==> src/eps_regs.svh <==
`ifndef EPS_REGS_SVH
`define EPS_REGS_SVH

// control-and-acknowledge registers
`define EPS_HUB0_CTL_ADDR  16'h1fa7
`define EPS_FUN0_CTL_ADDR  16'h1fdd
`define EPS_FUN1_CTL_ADDR  16'h1fdb
`define EPS_FUN2_CTL_ADDR  16'h1fda
// service status registers
`define EPS_HUB0_STAT_ADDR 16'h1fa6
`define EPS_FUN0_STAT_ADDR 16'h1fdc
`define EPS_FUN1_STAT_ADDR 16'h1fd9
`define EPS_FUN2_STAT_ADDR 16'h1fd8

// field positions of the stored control nibble (register bits 7..4)
`define EPS_CTL_DIR        3
`define EPS_CTL_DATA_END   2
`define EPS_CTL_STALL      1
`define EPS_CTL_TX_RDY     0
// field positions of the status nibble
`define EPS_ST_STALL_SENT  3
`define EPS_ST_SETUP       2
`define EPS_ST_RX_OUT      1
`define EPS_ST_TRANSMIT_COMPLETE_FLAG    0

// reset and forced values, and write masks
`define EPS_STAT_RST       4'h0
`define EPS_CTL_RST        4'h0
`define EPS_STAT_SETUP     4'h4
`define EPS_DATA_CTL_MASK  4'h7
`define EPS_DATA_ACK_MASK  4'hb
`define EPS_CTRL_MASK      4'hf

`endif

==> src/eps_pkg.sv <==
`default_nettype none
package eps_pkg;

  typedef enum logic [1:0] {
    eps_tok_setup,
    eps_tok_out,
    eps_tok_in
  } eps_tok_t;

  typedef enum logic [2:0] {
    eps_ev_setup,
    eps_ev_out,
    eps_ev_in_ack,
    eps_ev_in_iso,
    eps_ev_stall
  } eps_ev_t;

  typedef enum logic [2:0] {
    eps_resp_ack,
    eps_resp_nak,
    eps_resp_stall,
    eps_resp_data,
    eps_resp_zlp1
  } eps_resp_t;

  typedef enum logic [1:0] {
    eps_ph_idle,
    eps_ph_data,
    eps_ph_status
  } eps_phase_t;

  typedef struct packed {
    logic [3:0][3:0]   stat;
    logic [3:0][3:0]   ctl;
    eps_phase_t [1:0]  ph;
    logic              resp_valid;
    eps_resp_t         resp_code;
    logic [3:0]        irq;
    logic [7:0]        rdata;
  } eps_state_t;

endpackage
`default_nettype wire

==> src/eps_endpoint_service.sv <==
// Notes on behaviour
// - a stall handshake sent to the host sets the halt-sent status bit 3
// - a stored setup on a control endpoint sets bit 2 and clears the others
// - setting the setup flag interrupts firmware when the endpoint interrupt is enabled
// - stored out data sets bit 1; further out tokens get nak meanwhile
// - pending out data stays intact except for an early setup
// - setting the out flag interrupts when enabled; firmware acknowledges after reading
// - control endpoint sets bit 0 after the last read packet, no-data status, write status
// - data endpoints set transmit-complete when an in transaction succeeds
// - writing one to acknowledge bits 3..0 clears the flag; nothing stored
// - firmware direction bit picks the status phase: 0 write/no data, 1 read
// - data end with transmit-ready moves to status after the current packet
// - finishing the status phase interrupts and leaves data end set
// - force stall on a control endpoint stalls in, out and no-data transfers
// - data endpoint force stall answers the next in or out with stall
// - transmit-ready clears on host ack, or with no ack after iso send on a data endpoint whose ep_iso bit is set
// - hardware clearing transmit-ready with transmit-complete set interrupts when enabled
// - status phase of a control endpoint is a data1 in when ready clear, end set, direction 0
// - out flag serves control write data and the data1 out status stage
// - reserved status bits 7..4 and other reserved positions read zero
`timescale 1ns/100ps
`default_nettype none
`include "eps_regs.svh"

module eps_endpoint_service
  import eps_pkg::*;
(
  // clock and reset
  input  wire logic       clock,
  input  wire logic       rstn,
  // firmware register port
  input  wire logic [15:0] reg_addr,
  input  wire logic [7:0]  reg_wdata,
  input  wire logic        reg_wr,
  input  wire logic        reg_rd,
  output var  logic [7:0]  reg_rdata,
  // token decisions from the serial engine
  input  wire logic        tok_valid,
  input  wire logic [1:0]  tok_ep,
  input  wire eps_tok_t    tok_kind,
  output var  logic        resp_valid,
  output var  eps_resp_t   resp_code,
  // completed transaction events
  input  wire logic        ev_valid,
  input  wire logic [1:0]  ev_ep,
  input  wire eps_ev_t     ev_kind,
  // endpoint configuration held elsewhere
  input  wire logic [1:0]  ep_iso,
  input  wire logic [3:0]  ep_int_en,
  // interrupt requests, one per endpoint
  output var  logic [3:0]  ep_irq
);

  // endpoint 0 is the hub control endpoint, 1 the function control endpoint, 2 and 3 data endpoints
  localparam logic [3:0][15:0] ctl_addr = {`EPS_FUN2_CTL_ADDR, `EPS_FUN1_CTL_ADDR,
                                           `EPS_FUN0_CTL_ADDR, `EPS_HUB0_CTL_ADDR};
  localparam logic [3:0][15:0] stat_addr = {`EPS_FUN2_STAT_ADDR, `EPS_FUN1_STAT_ADDR,
                                            `EPS_FUN0_STAT_ADDR, `EPS_HUB0_STAT_ADDR};

  eps_state_t q;
  eps_state_t d;
  logic [3:0] wr_ctl;
  logic [3:0] rd_ctl;
  logic [3:0] rd_stat;

  always_comb begin
    for (int g = 0; g < 4; g++) begin
      wr_ctl[g]  = reg_wr && (reg_addr == ctl_addr[g]);
      rd_ctl[g]  = reg_rd && (reg_addr == ctl_addr[g]);
      rd_stat[g] = reg_rd && (reg_addr == stat_addr[g]);
    end
  end

  function automatic eps_resp_t answer(input logic [1:0] ep, input eps_tok_t kind,
                                       input logic [3:0] ctl, input logic [3:0] st);
    logic is_ctrl;
    eps_resp_t r;
    is_ctrl = (ep < 2'd2);
    r = eps_resp_nak;
    if (kind == eps_tok_setup) begin
      // an early setup is taken even with out data pending; it may overwrite the buffer
      r = is_ctrl ? eps_resp_ack : eps_resp_nak;
    end else if (ctl[`EPS_CTL_STALL]) begin
      r = eps_resp_stall;
    end else if (kind == eps_tok_out) begin
      r = st[`EPS_ST_RX_OUT] ? eps_resp_nak : eps_resp_ack;
    end else if (ctl[`EPS_CTL_TX_RDY]) begin
      r = eps_resp_data;
    end else if (is_ctrl && ctl[`EPS_CTL_DATA_END] && !ctl[`EPS_CTL_DIR]) begin
      r = eps_resp_zlp1;
    end
    return r;
  endfunction

  always_comb begin
    logic [3:0] mask;
    logic       is_ctrl;
    mask = `EPS_CTRL_MASK;
    is_ctrl = 1'b0;
    d = q;
    d.resp_valid = 1'b0;
    d.irq = 4'h0;
    d.rdata = 8'h00;

    // acknowledge clears come first so that a set in the same cycle wins
    for (int g = 0; g < 4; g++) begin
      if (wr_ctl[g]) begin
        mask = (g >= 2) ? `EPS_DATA_ACK_MASK : `EPS_CTRL_MASK;
        d.stat[g] = d.stat[g] & ~(reg_wdata[3:0] & mask);
      end
    end

    if (ev_valid) begin
      is_ctrl = (ev_ep < 2'd2);
      case (ev_kind)
        eps_ev_setup: begin
          if (is_ctrl) begin
            d.stat[ev_ep] = `EPS_STAT_SETUP;
            d.ph[ev_ep[0]] = eps_ph_data;
            d.irq[ev_ep] = ep_int_en[ev_ep];
          end
        end
        eps_ev_out: begin
          d.stat[ev_ep][`EPS_ST_RX_OUT] = 1'b1;
          d.irq[ev_ep] = ep_int_en[ev_ep];
          if (is_ctrl && q.ph[ev_ep[0]] == eps_ph_status) begin
            d.ph[ev_ep[0]] = eps_ph_idle;
          end
        end
        eps_ev_in_ack: begin
          if (q.ctl[ev_ep][`EPS_CTL_TX_RDY]) begin
            d.ctl[ev_ep][`EPS_CTL_TX_RDY] = 1'b0;
            if (!is_ctrl) begin
              d.stat[ev_ep][`EPS_ST_TRANSMIT_COMPLETE_FLAG] = 1'b1;
              d.irq[ev_ep] = ep_int_en[ev_ep];
            end else if (q.ctl[ev_ep][`EPS_CTL_DATA_END]) begin
              // last packet of a control read: the host status out follows
              d.stat[ev_ep][`EPS_ST_TRANSMIT_COMPLETE_FLAG] = 1'b1;
              d.ph[ev_ep[0]] = eps_ph_status;
              d.irq[ev_ep] = ep_int_en[ev_ep];
            end else begin
              // an earlier completion that firmware has not acknowledged still interrupts on this clear
              d.irq[ev_ep] = ep_int_en[ev_ep] & d.stat[ev_ep][`EPS_ST_TRANSMIT_COMPLETE_FLAG];
            end
          end else if (is_ctrl) begin
            // zero-length data1 status in acknowledged; data end is left as it is
            d.stat[ev_ep][`EPS_ST_TRANSMIT_COMPLETE_FLAG] = 1'b1;
            d.ph[ev_ep[0]] = eps_ph_idle;
            d.irq[ev_ep] = ep_int_en[ev_ep];
          end
        end
        eps_ev_in_iso: begin
          if (!is_ctrl && ep_iso[ev_ep[0]]) begin
            d.ctl[ev_ep][`EPS_CTL_TX_RDY] = 1'b0;
            d.stat[ev_ep][`EPS_ST_TRANSMIT_COMPLETE_FLAG] = 1'b1;
            d.irq[ev_ep] = ep_int_en[ev_ep];
          end
        end
        eps_ev_stall: begin
          d.stat[ev_ep][`EPS_ST_STALL_SENT] = 1'b1;
        end
        default: begin
          d.irq = 4'h0;
        end
      endcase
    end

    // firmware writes to the stored control bits override a hardware clear in the same cycle
    for (int g = 0; g < 4; g++) begin
      if (wr_ctl[g]) begin
        mask = (g >= 2) ? `EPS_DATA_CTL_MASK : `EPS_CTRL_MASK;
        d.ctl[g] = reg_wdata[7:4] & mask;
      end
    end

    if (tok_valid) begin
      d.resp_valid = 1'b1;
      d.resp_code = answer(tok_ep, tok_kind, q.ctl[tok_ep], q.stat[tok_ep]);
    end

    // acknowledge bits are never stored, so they read back as zero
    for (int g = 0; g < 4; g++) begin
      if (rd_ctl[g]) begin
        d.rdata = {q.ctl[g], 4'h0};
      end
      if (rd_stat[g]) begin
        d.rdata = {4'h0, q.stat[g]};
      end
    end
  end

  always_ff @(posedge clock) begin
    if (!rstn) begin
      q.stat       <= {4{`EPS_STAT_RST}};
      q.ctl        <= {4{`EPS_CTL_RST}};
      q.ph         <= '{eps_ph_idle, eps_ph_idle};
      q.resp_valid <= 1'b0;
      q.resp_code  <= eps_resp_nak;
      q.irq        <= 4'h0;
      q.rdata      <= 8'h00;
    end else begin
      q <= d;
    end
  end

  assign reg_rdata  = q.rdata;
  assign resp_valid = q.resp_valid;
  assign resp_code  = q.resp_code;
  assign ep_irq     = q.irq;

  for (genvar g = 0; g < 4; g++) begin : g_chk
    a_stall_sent_flag: assert property (
      @(posedge clock) disable iff (!rstn)
      (ev_valid && ev_ep == g && ev_kind == eps_ev_stall) |=> q.stat[g][`EPS_ST_STALL_SENT])
      else $error("stall sent flag not set");

    if (g < 2) begin : g_ctrl
      a_setup_clears_rest: assert property (
        @(posedge clock) disable iff (!rstn)
        (ev_valid && ev_ep == g && ev_kind == eps_ev_setup) |=> (q.stat[g] == 4'h4))
        else $error("setup did not leave only the setup flag");

      a_setup_irq_pulse: assert property (
        @(posedge clock) disable iff (!rstn)
        (ev_valid && ev_ep == g && ev_kind == eps_ev_setup && ep_int_en[g]) |=> ep_irq[g] ##1 !ep_irq[g])
        else $error("setup interrupt missing or too long");

      a_zlp_status_in: assert property (
        @(posedge clock) disable iff (!rstn)
        (tok_valid && tok_ep == g && tok_kind == eps_tok_in && q.ctl[g] == 4'h4)
        |=> (resp_valid && resp_code == eps_resp_zlp1))
        else $error("status in not answered with data1 zero length");

      a_status_keeps_end: assert property (
        @(posedge clock) disable iff (!rstn)
        (ev_valid && ev_ep == g && ev_kind == eps_ev_in_ack && !q.ctl[g][0] && q.ctl[g][2] && !wr_ctl[g])
        |=> (q.stat[g][0] && q.ctl[g][2] && ep_irq[g] == $past(ep_int_en[g])))
        else $error("status completion lost data end or interrupt");

      a_enter_status_ph: assert property (
        @(posedge clock) disable iff (!rstn)
        (ev_valid && ev_ep == g && ev_kind == eps_ev_in_ack && q.ctl[g][0] && q.ctl[g][2] && !wr_ctl[g])
        |=> (q.ph[g] == eps_ph_status && !q.ctl[g][0] && q.stat[g][0]))
        else $error("last read packet did not enter the status phase");

      a_ctrl_clear_irq: assert property (
        @(posedge clock) disable iff (!rstn)
        (ev_valid && ev_ep == g && ev_kind == eps_ev_in_ack && q.ctl[g][0] && !q.ctl[g][2]
         && q.stat[g][0] && !wr_ctl[g])
        |=> (!q.ctl[g][0] && ep_irq[g] == $past(ep_int_en[g])))
        else $error("ready clear with completion pending did not interrupt");

      a_setup_taken: assert property (
        @(posedge clock) disable iff (!rstn)
        (tok_valid && tok_ep == g && tok_kind == eps_tok_setup)
        |=> (resp_valid && resp_code == eps_resp_ack))
        else $error("setup token not accepted");

      a_read_dir_nak: assert property (
        @(posedge clock) disable iff (!rstn)
        (tok_valid && tok_ep == g && tok_kind == eps_tok_in && q.ctl[g] == 4'hc)
        |=> (resp_valid && resp_code == eps_resp_nak))
        else $error("control read status offered an in packet");

      a_status_out_done: assert property (
        @(posedge clock) disable iff (!rstn)
        (ev_valid && ev_ep == g && ev_kind == eps_ev_out && q.ph[g] == eps_ph_status)
        |=> (q.ph[g] == eps_ph_idle && q.stat[g][1]))
        else $error("status out did not close the transfer");
    end else begin : g_data
      a_in_done_flag: assert property (
        @(posedge clock) disable iff (!rstn)
        (ev_valid && ev_ep == g && ev_kind == eps_ev_in_ack && q.ctl[g][0] && !wr_ctl[g])
        |=> (q.stat[g][0] && !q.ctl[g][0]))
        else $error("in completion did not update flags");

      a_setup_data_skip: assert property (
        @(posedge clock) disable iff (!rstn)
        (ev_valid && ev_ep == g && ev_kind == eps_ev_setup && !wr_ctl[g])
        |=> (q.stat[g] == $past(q.stat[g]) && !ep_irq[g]))
        else $error("setup changed a data endpoint");

      a_iso_clears_ready: assert property (
        @(posedge clock) disable iff (!rstn)
        (ev_valid && ev_ep == g && ev_kind == eps_ev_in_iso && ep_iso[g-2] && !wr_ctl[g])
        |=> (!q.ctl[g][0] && q.stat[g][0]))
        else $error("iso send did not clear ready");

      a_data_dir_zero: assert property (
        @(posedge clock) disable iff (!rstn)
        wr_ctl[g]
        |=> !q.ctl[g][3])
        else $error("reserved control bit stored");
    end

    a_out_nak_pending: assert property (
      @(posedge clock) disable iff (!rstn)
      (tok_valid && tok_ep == g && tok_kind == eps_tok_out && q.stat[g][1] && !q.ctl[g][1])
      |=> (resp_valid && resp_code == eps_resp_nak))
      else $error("out token not refused while data pending");

    a_force_stall_resp: assert property (
      @(posedge clock) disable iff (!rstn)
      (tok_valid && tok_ep == g && tok_kind != eps_tok_setup && q.ctl[g][1])
      |=> (resp_valid && resp_code == eps_resp_stall))
      else $error("forced stall not answered with stall");

    a_ack_clears_flag: assert property (
      @(posedge clock) disable iff (!rstn)
      (wr_ctl[g] && reg_wdata[0] && !(ev_valid && ev_ep == g))
      |=> (!q.stat[g][0] ##1 !(reg_rdata[3:0] != 4'h0 && $past(rd_ctl[g]))))
      else $error("acknowledge did not clear or was stored");

    a_set_beats_ack: assert property (
      @(posedge clock) disable iff (!rstn)
      (wr_ctl[g] && reg_wdata[1] && ev_valid && ev_ep == g && ev_kind == eps_ev_out)
      |=> q.stat[g][1])
      else $error("event lost against acknowledge");

    a_out_irq_pulse: assert property (
      @(posedge clock) disable iff (!rstn)
      (ev_valid && ev_ep == g && ev_kind == eps_ev_out) |=> (ep_irq[g] == $past(ep_int_en[g])))
      else $error("out interrupt does not follow enable");

    a_ready_sends_data: assert property (
      @(posedge clock) disable iff (!rstn)
      (tok_valid && tok_ep == g && tok_kind == eps_tok_in && q.ctl[g][1:0] == 2'b01)
      |=> (resp_valid && resp_code == eps_resp_data))
      else $error("ready packet not offered on in token");

    a_out_ack_free: assert property (
      @(posedge clock) disable iff (!rstn)
      (tok_valid && tok_ep == g && tok_kind == eps_tok_out && !q.stat[g][1] && !q.ctl[g][1])
      |=> (resp_valid && resp_code == eps_resp_ack))
      else $error("out token refused with no data pending");

    a_irq_needs_en: assert property (
      @(posedge clock) disable iff (!rstn)
      !ep_int_en[g]
      |=> !ep_irq[g])
      else $error("interrupt raised while disabled");

    a_stall_no_irq: assert property (
      @(posedge clock) disable iff (!rstn)
      (ev_valid && ev_ep == g && ev_kind == eps_ev_stall)
      |=> !ep_irq[g])
      else $error("stall sent raised an interrupt");

    a_ctl_readback: assert property (
      @(posedge clock) disable iff (!rstn)
      rd_ctl[g]
      |=> (reg_rdata == {$past(q.ctl[g]), 4'h0}))
      else $error("control read back wrong or acknowledge stored");

    a_out_sets_flag: assert property (
      @(posedge clock) disable iff (!rstn)
      (ev_valid && ev_ep == g && ev_kind == eps_ev_out)
      |=> q.stat[g][1])
      else $error("stored out data did not set the flag");
  end

  a_rsvd_read_zero: assert property (
    @(posedge clock) disable iff (!rstn)
    (|rd_stat) |=> (reg_rdata[7:4] == 4'h0))
    else $error("reserved status bits not zero");

  a_rdata_idle: assert property (
    @(posedge clock) disable iff (!rstn)
    !reg_rd
    |=> (reg_rdata == 8'h00))
    else $error("read data shown outside a read");

endmodule
`default_nettype wire

==> config.mk <==
export PLATFORM = sky130hd
export DESIGN_NAME = eps_endpoint_service
export DESIGN_NICKNAME = d
export VERILOG_FILES = /design/src/eps_pkg.sv /design/src/eps_endpoint_service.sv
export VERILOG_INCLUDE_DIRS = /design/src
export SDC_FILE = /design/constraint.sdc
export NUM_CORES = 1
export LEC_CHECK = 0
export ABC_AREA = 1
export ABC_CLOCK_PERIOD_IN_PS = 1800
export BUFFER_PORTS_ARGS = -buffer_cell sky130_fd_sc_hd__buf_2
export CORE_ASPECT_RATIO = 0.5
export CORE_MARGIN = 10
export CORE_UTILIZATION = 55
export DETAILED_ROUTE_END_ITERATION = 7
export PLACE_DENSITY = 0.85
export REMOVE_ABC_BUFFERS = 1
export SETUP_SLACK_MARGIN = 0.3
export SLEW_MARGIN = 20
export SYNTH_ARGS = -nofsm -noshare
export SYNTH_HDL_FRONTEND = slang
export SYNTH_SLANG_ARGS = --single-unit
==> constraint.sdc <==
create_clock -name clock -period 1.8 [get_ports clock]
set_input_delay 0.36 -clock clock [delete_from_list [all_inputs] [get_ports clock]]
set_output_delay 0.36 -clock clock [all_outputs]
set_load 0.01 [all_outputs]
== Word level (Yosys, flattened, before mapping) ==
Cells that the tools add are included.

* Order comparisons: 7
* Equal/unequal tests: 28
* Mux-type cells: 73
* Bitwise operators: 26
* Reductions and logical operators: 42

{| class="wikitable"
|+ Operators by type and width
! operator !! count
|-
| $eq A16 B13 Y1 const B || 8
|-
| $mux W16 || 6
|-
| $mux W4 || 22
|-
| $pmux W16 S5 || 1
|-
| $mux W8 || 7
|-
| $or A16 B16 Y16 || 3
|-
| $mux W36 || 1
|-
| $bmux W4 S2 || 4
|-
| $demux W4 S2 || 4
|-
| $mux W32 || 1
|-
| $pmux W16 S2 || 1
|-
| $and A4 B4 Y4 || 7
|-
| $ne A3 B3 Y1 const B || 9
|-
| $mux W3 || 8
|-
| $reduce_and A4 Y1 || 5
|-
| $logic_and A1 B1 Y1 || 18
|-
| $and A16 B16 Y16 || 1
|-
| $not A16 Y16 || 1
|-
| $pmux W4 S4 || 1
|-
| $reduce_bool A3 Y1 || 5
|-
| $and A12 B12 Y12 || 1
|-
| $not A12 Y12 || 1
|-
| $not A4 Y4 || 3
|-
| $pmux W4 S3 || 1
|-
| 29 further kinds || 57
|}

* Flip-flop bits (word level): 52
* Bits of input ports: 45
* Logic and storage cells: 193

== Logic depth before layout (Yosys ltp) ==
Gate-level depths: netlist of run 1.

* Depth in word-level cells: 12
* Gate-level depth with buffers: 12

== Worst setup path after synthesis of run 1 ==
No wires, ideal clock.

* Path kind: input to register
* From: in reg_addr[14]
* To: reg q (netlist bit reg_rdata[1])
* Arrival: 1.270 ns
* Required time: 1.690 ns
* Setup slack: 0.420 ns
* Cell stages on the path: 10
* Path through: inv_1 > nand2_1 > nor2_1 > nand3_1 > nor2_2 > nand2_2 > o211ai_1 > nand3_1 > nand2_1 > inv_1

* Cells in the longest elaborated chain, start to end: 9
* Elaborated cells on any way between the ends: 21
* Classes of those cells: 7 x eq/ne; 7 x mux; 7 x reduce/logical

{| class="wikitable"
|+ Ends and longest elaborated chain
! what !! RTL line !! text
|-
| from (decl) || eps_endpoint_service.sv:32 || <nowiki>input wire logic [15:0] reg_addr,</nowiki>
|-
| $eq A16 B13 Y1 || eps_endpoint_service.sv:70 || <nowiki>rd_stat[g] = reg_rd && (reg_addr == stat_addr[g]);</nowiki>
|-
| $logic_and A1 B1 Y1 || eps_endpoint_service.sv:70 ||
|-
| $mux W8 || eps_endpoint_service.sv:186 || <nowiki>if (rd_stat[g]) begin</nowiki>
|-
| $mux W8 || eps_endpoint_service.sv:183 || <nowiki>if (rd_ctl[g]) begin</nowiki>
|-
| $mux W8 || eps_endpoint_service.sv:186 ||
|-
| $mux W8 || eps_endpoint_service.sv:183 ||
|-
| $mux W8 || eps_endpoint_service.sv:186 ||
|-
| $mux W8 || eps_endpoint_service.sv:183 ||
|-
| $mux W4 * || eps_endpoint_service.sv:186 ||
|-
| to (decl) || eps_endpoint_service.sv:60 || <nowiki>eps_state_t q;</nowiki>
|}

Every way passes the cells marked *; elsewhere a longest branch is shown, timed or not.
A chain may end at the register's enable or synchronous reset.

== Worst setup path after layout of run 1 ==
* From: in reg_addr[13]
* To: reg q (netlist bit reg_rdata[1])

Same word-level chain as after synthesis.

==> flow_metrics.tcl, run 1 <==
set metrics [dict create \
    antenna_cells 0 \
    syn_area_per_cell_um2 6.39 \
    syn_inst 458 \
    gr-total-overflow 0 \
    port_buffers 60 \
    die_h_um 71.6 \
    report.final.setup_viol 0 \
    skew_ns 0.00432 \
    antenna_found_initial 0 \
    antenna_left 0 \
    cap_violations 0 \
    dr.pass1.iters 5 \
    maxSlewHeadroom_pct 74.4 \
    mostFrequentLayoutCells "120 x nand2_1, 60 x buf_2, 55 x inv_1" \
    hold_class "input port to register" \
    end_kind "register" \
    final_core_util_pct 66.6 \
    worst_slew_pin_slew_ns 0.380 \
    ys_ff_latch 48 \
    fill_cells 472 \
    area_growth_pct 14.8 \
    nets 557 \
    yosys_warnings 0 \
    cts_setup_buffers 0 \
    cts.sinks 48 \
    drv_slew 0 \
    globalplace.congestion 0.945 \
    drt-initial-drc-count 396 \
    ys_types 37 \
    die_w_um 123 \
    synthAdderAreaFrac_pct 0 \
    die_area_um2 8820 \
    yosys.area_share.simple_pct 38.0 \
    track_usage_pct 18.7 \
    cts_buffers 5 \
    clock.fmax_mhz 716 \
    wl_per_cell_um 14.6 \
    setup_tns_ns 0 \
    htreeDepth 2 \
    ioPinCount 61 \
    cts_tree "done" \
    rsz0062_at_grt "yes" \
    grt_pass1_vias 2862 \
    synth_compound_area_share_pct 13.9 \
    ctsHoldBuffers 0 \
    clk_path_buf_depth 2 \
    start_util_pct 58.0 \
    synth_mux_area_share_pct 0.727 \
    synth_xor_xnor_area_share_pct 0 \
    cp.arrival_ns 1.61 \
    synth_top_family_by_area "simple AND/OR/NAND/NOR gates" \
    vdd_ir_drop_max_uv 469 \
    grt_max_degree 28 \
    timing.final.crit_share_pct 77.6 \
    synthesis.area_um2 2930 \
    hpwl_um 6700 \
    p_per_area_nw_per_um2 601 \
    clk_latency_ns 0.30 \
    clkTransAtPathRegs_ns 0.09 \
    crit_path_start_kind "input port" \
    vias 3082 \
    grt_pass1_wl_um 13600 \
    critPathKind "input port to register" \
    min_period_ns 1.40 \
    worstPathMaxFanout 8 \
    core_um2 5040 \
    required_ns 2.01 \
    post_cts_resized 0 \
    status "finished clean" \
    root_buffer "clkbuf_8" \
    final_common_cell "nand2_1" \
    num_rows 18 \
    drive_above_1_share_pct 24.0 \
    ys_seq_area_share_pct 32.8 \
    vias_per_cell 5.29 \
    hold_violations 0 \
    p_leak_nw 1.66 \
    wl_um 8510 \
    drc 0 \
]
## registers in the layout, indices dropped and copies added, names as in the netlist, named ones only
register / flops
reg_rdata: 8
ep_irq: 4
q: 30
resp_valid: 1
resp_code: 3
## cell type report
cell class                      instances  area, µm²  share of cell area [%]
Tap cell                               70       87.6                    2.61
Multi-Input combinational cell        313       1570                    46.8
Clock inverter                          2       13.8                   0.410
Timing Repair Buffer                   67        353                    10.5
Inverter                               77        289                    8.60
Sequential cell                        48        962                    28.6
Clock buffer                            6       82.6                    2.46
## synth_stat cells (all sizes together)
library cell | n | area, µm²
a41oi | 1 | 8.76
o221ai | 1 | 8.76
nand2 | 126 | 498
a22oi | 1 | 7.51
a21oi | 39 | 195
nand3 | 40 | 225
o2111ai | 1 | 8.76
nor4 | 3 | 46.3
mux2 | 1 | 11.3
a211oi | 1 | 7.51
o211ai | 3 | 22.5
clkinv | 7 | 26.3
nor2 | 54 | 253
or2 | 1 | 6.26
nor3 | 3 | 15.0
inv | 70 | 263
buf | 17 | 125
and3 | 1 | 6.26
o22ai | 1 | 6.26
nand4 | 9 | 62.6
dfxtp | 48 | 961
o32ai | 1 | 8.76
clkbuf | 3 | 11.3
mux2i | 1 | 10.0
o21ai | 24 | 124
a22o | 1 | 8.76
## final timing paths
path,start,endpoint,slack [ns],cells past startpoint
setup / recovery,reg_addr[13],reg_rdata[1],0.40,11
hold / removal,tok_valid,resp_valid,0.24,3
setup reg to reg,q[24],q[32],0.41,9
hold reg to reg,q[46],q[46],0.43,2
## worst max-delay path: stages
cell	delay [ns]
buf_2	0.10
inv_1	0.05
nand2_1	0.05
nor2_2	0.15
nand3_2	0.13
nor2_4	0.17
nand2_2	0.14
o211ai_1	0.25
nand3_1	0.10
nand2_1	0.07
inv_1	0.04
## routing by layer
layer	track usage, %	wire length [µm]
met1	25.4	3870
met2	28.6	3620
met4	3.98	89
met5	0	0
met3	5.63	936
## logic make-up after synthesis
logic type,count (synthesis)
AOI/OAI and AO/OA,74
buffers and inverters,97
DFF,48
muxes,2
and+or+nand+nor,237
## power breakdown
group          switching [mW]  internal, mW
Combinational           0.176        0.0938
Clock                   0.365         0.314
Sequential            0.00382          1.07
Total                   0.545          1.48
## through the flow
| stage | hold slack (ns) | cells | instance area (µm²) | worst slack (ns) | power, mW |
|---|---|---|---|---|---|
| floorplan | 0.404 | 438 | 2790 | 0.127 | 1.23 |
| global placement | 0.411 | 575 | 3230 | 0.0644 | 1.36 |
| detailed placement | 0.417 | 575 | 3230 | 0.0497 | 1.36 |
| CTS | 0.249 | 583 | 3330 | 0.374 | 2.01 |
| global route | 0.281 | 583 | 3360 | 0.249 | 2.09 |
| finish | 0.244 | 583 | 3360 | 0.403 | 2.02 |
No activity file was read; power rests on OpenSTA's default activity.
==> run 2: changes to the inputs <==
ABC_AREA = 0   (was 1)
ABC_CLOCK_PERIOD_IN_PS = 1300   (was 1800)
CORE_UTILIZATION = 54   (was 55)
clock period = 1.3 ns   (was 1.8 ns; I/O delays follow)
==> run 2 against run 1 <==
The flow now finishes with violations (negative setup slack). Non-clock buffer count up 60. Count of clock-buffer cells in the layout unchanged. Clock skew up 0.0071 ns. Final cell count down 18%. Total power up 51%. Global-route usage up 3.8 points. Largest power group unchanged.
==> flow_metrics.tcl, run 2 <==
set metrics [dict create \
    finalNonFillerCells 478 \
    drive_above_1_share_pct 52.8 \
    cts_buffers 5 \
    globalplace.congestion 0.928 \
    timing.final.crit_share_pct 121 \
    wl_per_cell_um 24.8 \
    ioPinCount 61 \
    dr.pass1.iters 6 \
    clkTransAtPathRegs_ns 0.10 \
    die_h_um 70.3 \
    grt_pass1_wl_um 15400 \
    ys_types 61 \
    port_buffers 60 \
    clock.fmax_mhz 636 \
    crit_path_start_kind "register" \
    largest_register "q" \
    mostFrequentLayoutCells "56 x buf_4, 51 x buf_2, 39 x dfxtp_1" \
    hold_violations 0 \
    htreeDepth 2 \
    cap_violations 0 \
    core_um2 4910 \
    antenna_found_initial 2 \
    grt_pass1_vias 3017 \
    synth-edff-count 0 \
    cp-startpoint "q[20]" \
    cp.arrival_ns 1.79 \
    synthFlopType "dfxtp_1" \
    p_per_area_nw_per_um2 785 \
    crit_end "q[44]" \
    status "finished with violations" \
    cts.sinks 48 \
    yosys-top-cells-count "48 x dfxtp_1, 29 x nand2_1, 18 x buf_4, 18 x nor2_1" \
    r2r-end "q[44]" \
    layout_setup_ws_ns -0.273 \
    yosysMostFrequentCell "dfxtp_1" \
    nets 449 \
    yosys_warnings 0 \
    skew_ns 0.0114 \
    root_buffer "clkbuf_8" \
    clk_latency_ns 0.32 \
    dp.cells 459 \
    vias_per_cell 6.74 \
    critPathKind "register to register" \
    drt-initial-drc-count 526 \
    syn_area_per_cell_um2 9.13 \
    area_growth_pct 42.2 \
    rsz0062_at_grt "yes" \
    antenna_left 0 \
    synthArstFlopShare_pct 0 \
    netlist.top_cell.by_area "dfxtp_1" \
    hpwl_um 6520 \
    grt-busiest-layer "met2" \
    min_period_ns 1.57 \
    hold_class "input port to register" \
    die_area_um2 8470 \
    grt_max_degree 23 \
    preCtsSetupSlack_ns -0.491 \
    worst_slew_pin_slew_ns 0.343 \
    total_power_mw 3.05 \
    cts_tree "done" \
    drv_slew 0 \
    report.final.setup_viol 43 \
    netlist.area_leader.share_pct 35.2 \
    synthesis.area_um2 2730 \
    final_common_cell "buf_4" \
    track_usage_pct 22.5 \
    ys_seq_area_share_pct 35.2 \
    ctsHoldBuffers 0 \
    gr-usage-met2_pct 38.8 \
    vdd_ir_drop_max_uv 486 \
    worstPathMaxFanout 4 \
    wl_um 11900 \
    largest_reg_flops 30 \
    start_util_pct 55.6 \
    maxSlewHeadroom_pct 76.5 \
    syn_inst 299 \
    p_leak_nw 1.61 \
    gr-total-overflow 0 \
    ys_ff_latch 48 \
    drc 0 \
    grtUsageMet3_pct 5.37 \
    regToRegStartpoint "q[20]" \
    grt.met1_usage_pct 25.7 \
    clk_path_buf_depth 2 \
    holdPathStages 3 \
    die_w_um 121 \
    r2r_cells 5 \
    end_kind "register" \
    synth_area_leaders "dfxtp_1 35%, buf_4 5.0%, nand2_1 4.0%" \
    vias 3222 \
    r2r_slack_ns -0.27 \
    num_rows 18 \
    violations "negative setup slack" \
    required_ns 1.52 \
]
## run 2: changes by cell type in the layout (fill, tap and decap cells not counted), sizes merged, moves of 7 or more
cell	change
nand2	-97
buf	+60
inv	-59
nor2	-36
a21oi	-34
nand3	-28
a21boi	+16
o21ai	-14
nor2b	+12
and2	+9
mux2i	+8
and4	+7
clkinv	-7
o21a	+7
## run 2: report_power, final
group | switching, mW | total (mW) | internal [mW]
sequential | 0.00772 | 1.48 | 1.48
combinational | 0.236 | 0.422 | 0.186
clock | 0.567 | 1.14 | 0.573
## run 2: cell families (layout without fill, tap and decap cells)
family | after synthesis | in the layout | synth area share [%]
flip-flops | 48 | 48 | 35.2
other | 0 | 3 | 0
AND/OR/NAND/NOR | 118 | 118 | 26.4
buffers and inverters | 41 | 147 | 10.0
multiplexers | 16 | 16 | 7.84
AO/OA/AOI/OAI | 76 | 76 | 20.5
## run 2: layer usage
layer | vias up | wire [µm]
li1 | 1289 | -
met1 | 1459 | 4070
met2 | 336 | 5170
met3 | 138 | 1430
met4 | 0 | 1200
met5 | - | 0
## run 2: how the worst min path moves through the flow
stage,from,end,slack [ns]
2_1_floorplan,ev_ep[1],ep_irq[0],0.34
3_3_place_gp,q[34],q[34],0.44
3_5_place_dp,q[46],q[46],0.45
4_1_cts,reg_wdata[4],q[28],0.21
5_1_grt,reg_wdata[7],q[27],0.20
6_report,reg_wdata[7],q[27],0.20
## run 2: final cells by class
type	count	area [µm²]
multi-input combinational	210	1750
fill	259	1030
sequential	48	975
timing repair buffer	127	910
tap	70	87.6
clock buffer	6	72.6
inverter	12	45.0
clock inverter	2	35.0
antenna	3	7.51
## run 2: metrics by stage
step	cell area [µm²]	hold WS, ns	TNS (ns)	util [%]
global placement	3340	0.441	-15.48	68.1
global route	3880	0.195	-8.12	79.0
detailed placement	3340	0.447	-16.75	68.1
CTS	3700	0.206	-4.36	75.3
floorplan	2500	0.338	-14.15	-
finish	3880	0.197	-6.05	79.0
## run 2: critical path, cell delays in order, from the launching register on
cell	delay [ns]
dfxtp_4	0.38
mux4_2	0.48
a22o_1	0.22
nand3_2	0.12
nor2_2	0.07
o21a_1	0.20
## run 2: what timing repair did
action,CTS,global route
gates resized for setup,68,32
endpoints found under the setup margin,56,61
pin swaps,43,7
hold endpoints to repair,0,0
cloned,1,0
setup buffers,4,3
==> run 3: changes to the inputs <==
CTS_BUF_LIST = sky130_fd_sc_hd__clkbuf_16   (was default)
==> run 3 against run 2 <==
The flow still finishes with violations (negative setup slack). Cell area is 3.5% higher. Clock skew down 0.0057 ns. Sequential share of layout area is 0.79 points lower. Fmax fell by 4.3%. Register-to-register slack hardly changed. Total power grew 13%. Sequential power hardly changed. Core utilization increased by 2.8 points. Critical endpoint is now q[34]. Highest routed layer unchanged.
==> flow_metrics.tcl, run 3 (synthesis results as in run 2) <==
set metrics [dict create \
    port_buffers 60 \
    die_area_um2 8470 \
    wl_um 12400 \
    ctsHoldBuffers 0 \
    p_per_area_nw_per_um2 856 \
    clock.fmax_mhz 608 \
    seqPwrFrac_pct 43.2 \
    grt_pass1_vias 3179 \
    hold_violations 0 \
    globalplace.congestion 0.928 \
    hpwl_um 6520 \
    vias 3333 \
    r2r_slack_ns -0.28 \
    power.share.switching_pct 25.2 \
    worstPathMaxFanout 5 \
    report.final.setup_viol 45 \
    rsz0062_at_grt "yes" \
    end_kind "register" \
    area_growth_pct 47.2 \
    layout_setup_ws_ns -0.345 \
    cap_violations 0 \
    vdd_ir_drop_max_uv 653 \
    clk_latency_ns 0.30 \
    grt_pass1_wl_um 16800 \
    power.internal_mw 2.57 \
    cts_tree "done" \
    largest_reg_flops 30 \
    cp.arrival_ns 1.86 \
    die_w_um 121 \
    drive_above_1_share_pct 54.9 \
    wl_per_cell_um 25.8 \
    clkTransAtPathRegs_ns 0.07 \
    drv_slew 0 \
    antenna_left 0 \
    holdPathStages 3 \
    p_leak_nw 1.68 \
    r2r-end "q[48]" \
    critPathKind "input port to register" \
    track_usage_pct 24.7 \
    grt_max_degree 23 \
    maxSlewHeadroom_pct 73.6 \
    drc 0 \
    regToRegStartpoint "q[20]" \
    final_common_cell "buf_4" \
    nets 452 \
    antenna_found_initial 1 \
    drt-initial-drc-count 639 \
    worst_slew_pin_slew_ns 0.392 \
    start_util_pct 55.6 \
    cp-startpoint "reg_addr[15]" \
    final_area_um2 4020 \
    cts.sinks 48 \
    core_um2 4910 \
    clk_path_buf_depth 2 \
    vias_per_cell 6.96 \
    root_buffer "clkbuf_16" \
    p_clk_share_pct 44.0 \
    preCtsSetupSlack_ns -0.491 \
    dr.pass1.iters 7 \
    crit_end "q[34]" \
    timing.final.crit_share_pct 127 \
    num_rows 18 \
    min_period_ns 1.64 \
    gr-total-overflow 0 \
    cts_buffers 5 \
    ioPinCount 61 \
    required_ns 1.52 \
    largest_register "q" \
    violations "negative setup slack" \
    hold_class "input port to register" \
    dpl_cell_area_um2 3340 \
    status "finished with violations" \
    mostFrequentLayoutCells "59 x buf_4, 49 x buf_2, 37 x dfxtp_1" \
    skew_ns 0.00574 \
    htreeDepth 2 \
    crit_path_start_kind "input port" \
    comb_power_share_pct 12.8 \
    p_switching_uw 867 \
    r2r_cells 5 \
    die_h_um 70.3 \
]
-- run 3: cell types whose count changed in the layout (fill, tap and decap cells not counted), sizes merged --
cell,delta
buf,+3
clkbuf,-1
diode,-2
inv,+1
-- run 3: cell type report --
class	instances	area, µm²
Multi-Input combinational cell	210	1780
Antenna cell	1	2.50
Clock inverter	3	38.8
Tap cell	70	87.6
Fill cell	240	893
Timing Repair Buffer	130	957
Clock buffer	5	125
Sequential cell	48	977
Inverter	12	45.0
-- run 3: worst max-delay path: stages --
cell and delay [ns]:
buf_6 0.10, nand4bb_4 0.25, nor4b_4 0.36, buf_4 0.23, and4_4 0.28, buf_4 0.13, nand2_1 0.06, a21boi_1 0.19
-- run 3: worst min path at each step --
| stage | startpoint | end | slack (ns) |
|---|---|---|---|
| after floorplan | ev_ep[1] | ep_irq[0] | 0.34 |
| after global placement | q[34] | q[34] | 0.44 |
| after detailed placement | q[46] | q[46] | 0.45 |
| after CTS | reg_wdata[4] | q[28] | 0.23 |
| after global routing | reg_wdata[7] | q[27] | 0.26 |
| final | reg_wdata[7] | q[27] | 0.25 |
-- run 3: metal layers --
| layer | up-vias | global-route usage (%) | routed length (µm) |
|---|---|---|---|
| met1 | 1524 | 27.3 | 4360 |
| met5 | - | 0 | 0 |
| li1 | 1302 | - | - |
| met3 | 125 | 7.46 | 1540 |
| met2 | 382 | 39.6 | 5500 |
| met4 | 0 | 18.6 | 976 |
-- run 3: repair_timing --
item	CTS	global route
hold endpoints to repair	0	0
pin swaps	45	15
setup buffers	2	8
cloned	1	0
resized for setup	68	46
setup endpoints to repair	49	58
-- run 3: power by group through the flow --
stage          Combinational (mW)  Clock [mW]  Sequential, mW
6_report                    0.441        1.51            1.48
5_1_grt                     0.455        1.54            1.48
4_1_cts                     0.366        1.46            1.48
3_5_place_dp                0.345           0            1.52
3_3_place_gp                0.332           0            1.52
2_1_floorplan               0.111           0            1.52
-- run 3: through the flow --
| stage | hold WS, ns | cells | utilization [%] | power [mW] | setup TNS (ns) |
|---|---|---|---|---|---|
| 3_3_place_gp | 0.441 | 459 | 68.1 | 1.85 | -15.48 |
| 5_1_grt | 0.255 | 479 | 81.8 | 3.48 | -11.90 |
| 3_5_place_dp | 0.447 | 459 | 68.1 | 1.86 | -16.75 |
| 4_1_cts | 0.227 | 470 | 76.1 | 3.31 | -4.93 |
| 6_report | 0.253 | 479 | 81.8 | 3.44 | -10.23 |
| 2_1_floorplan | 0.338 | 270 | - | 1.63 | -14.15 |
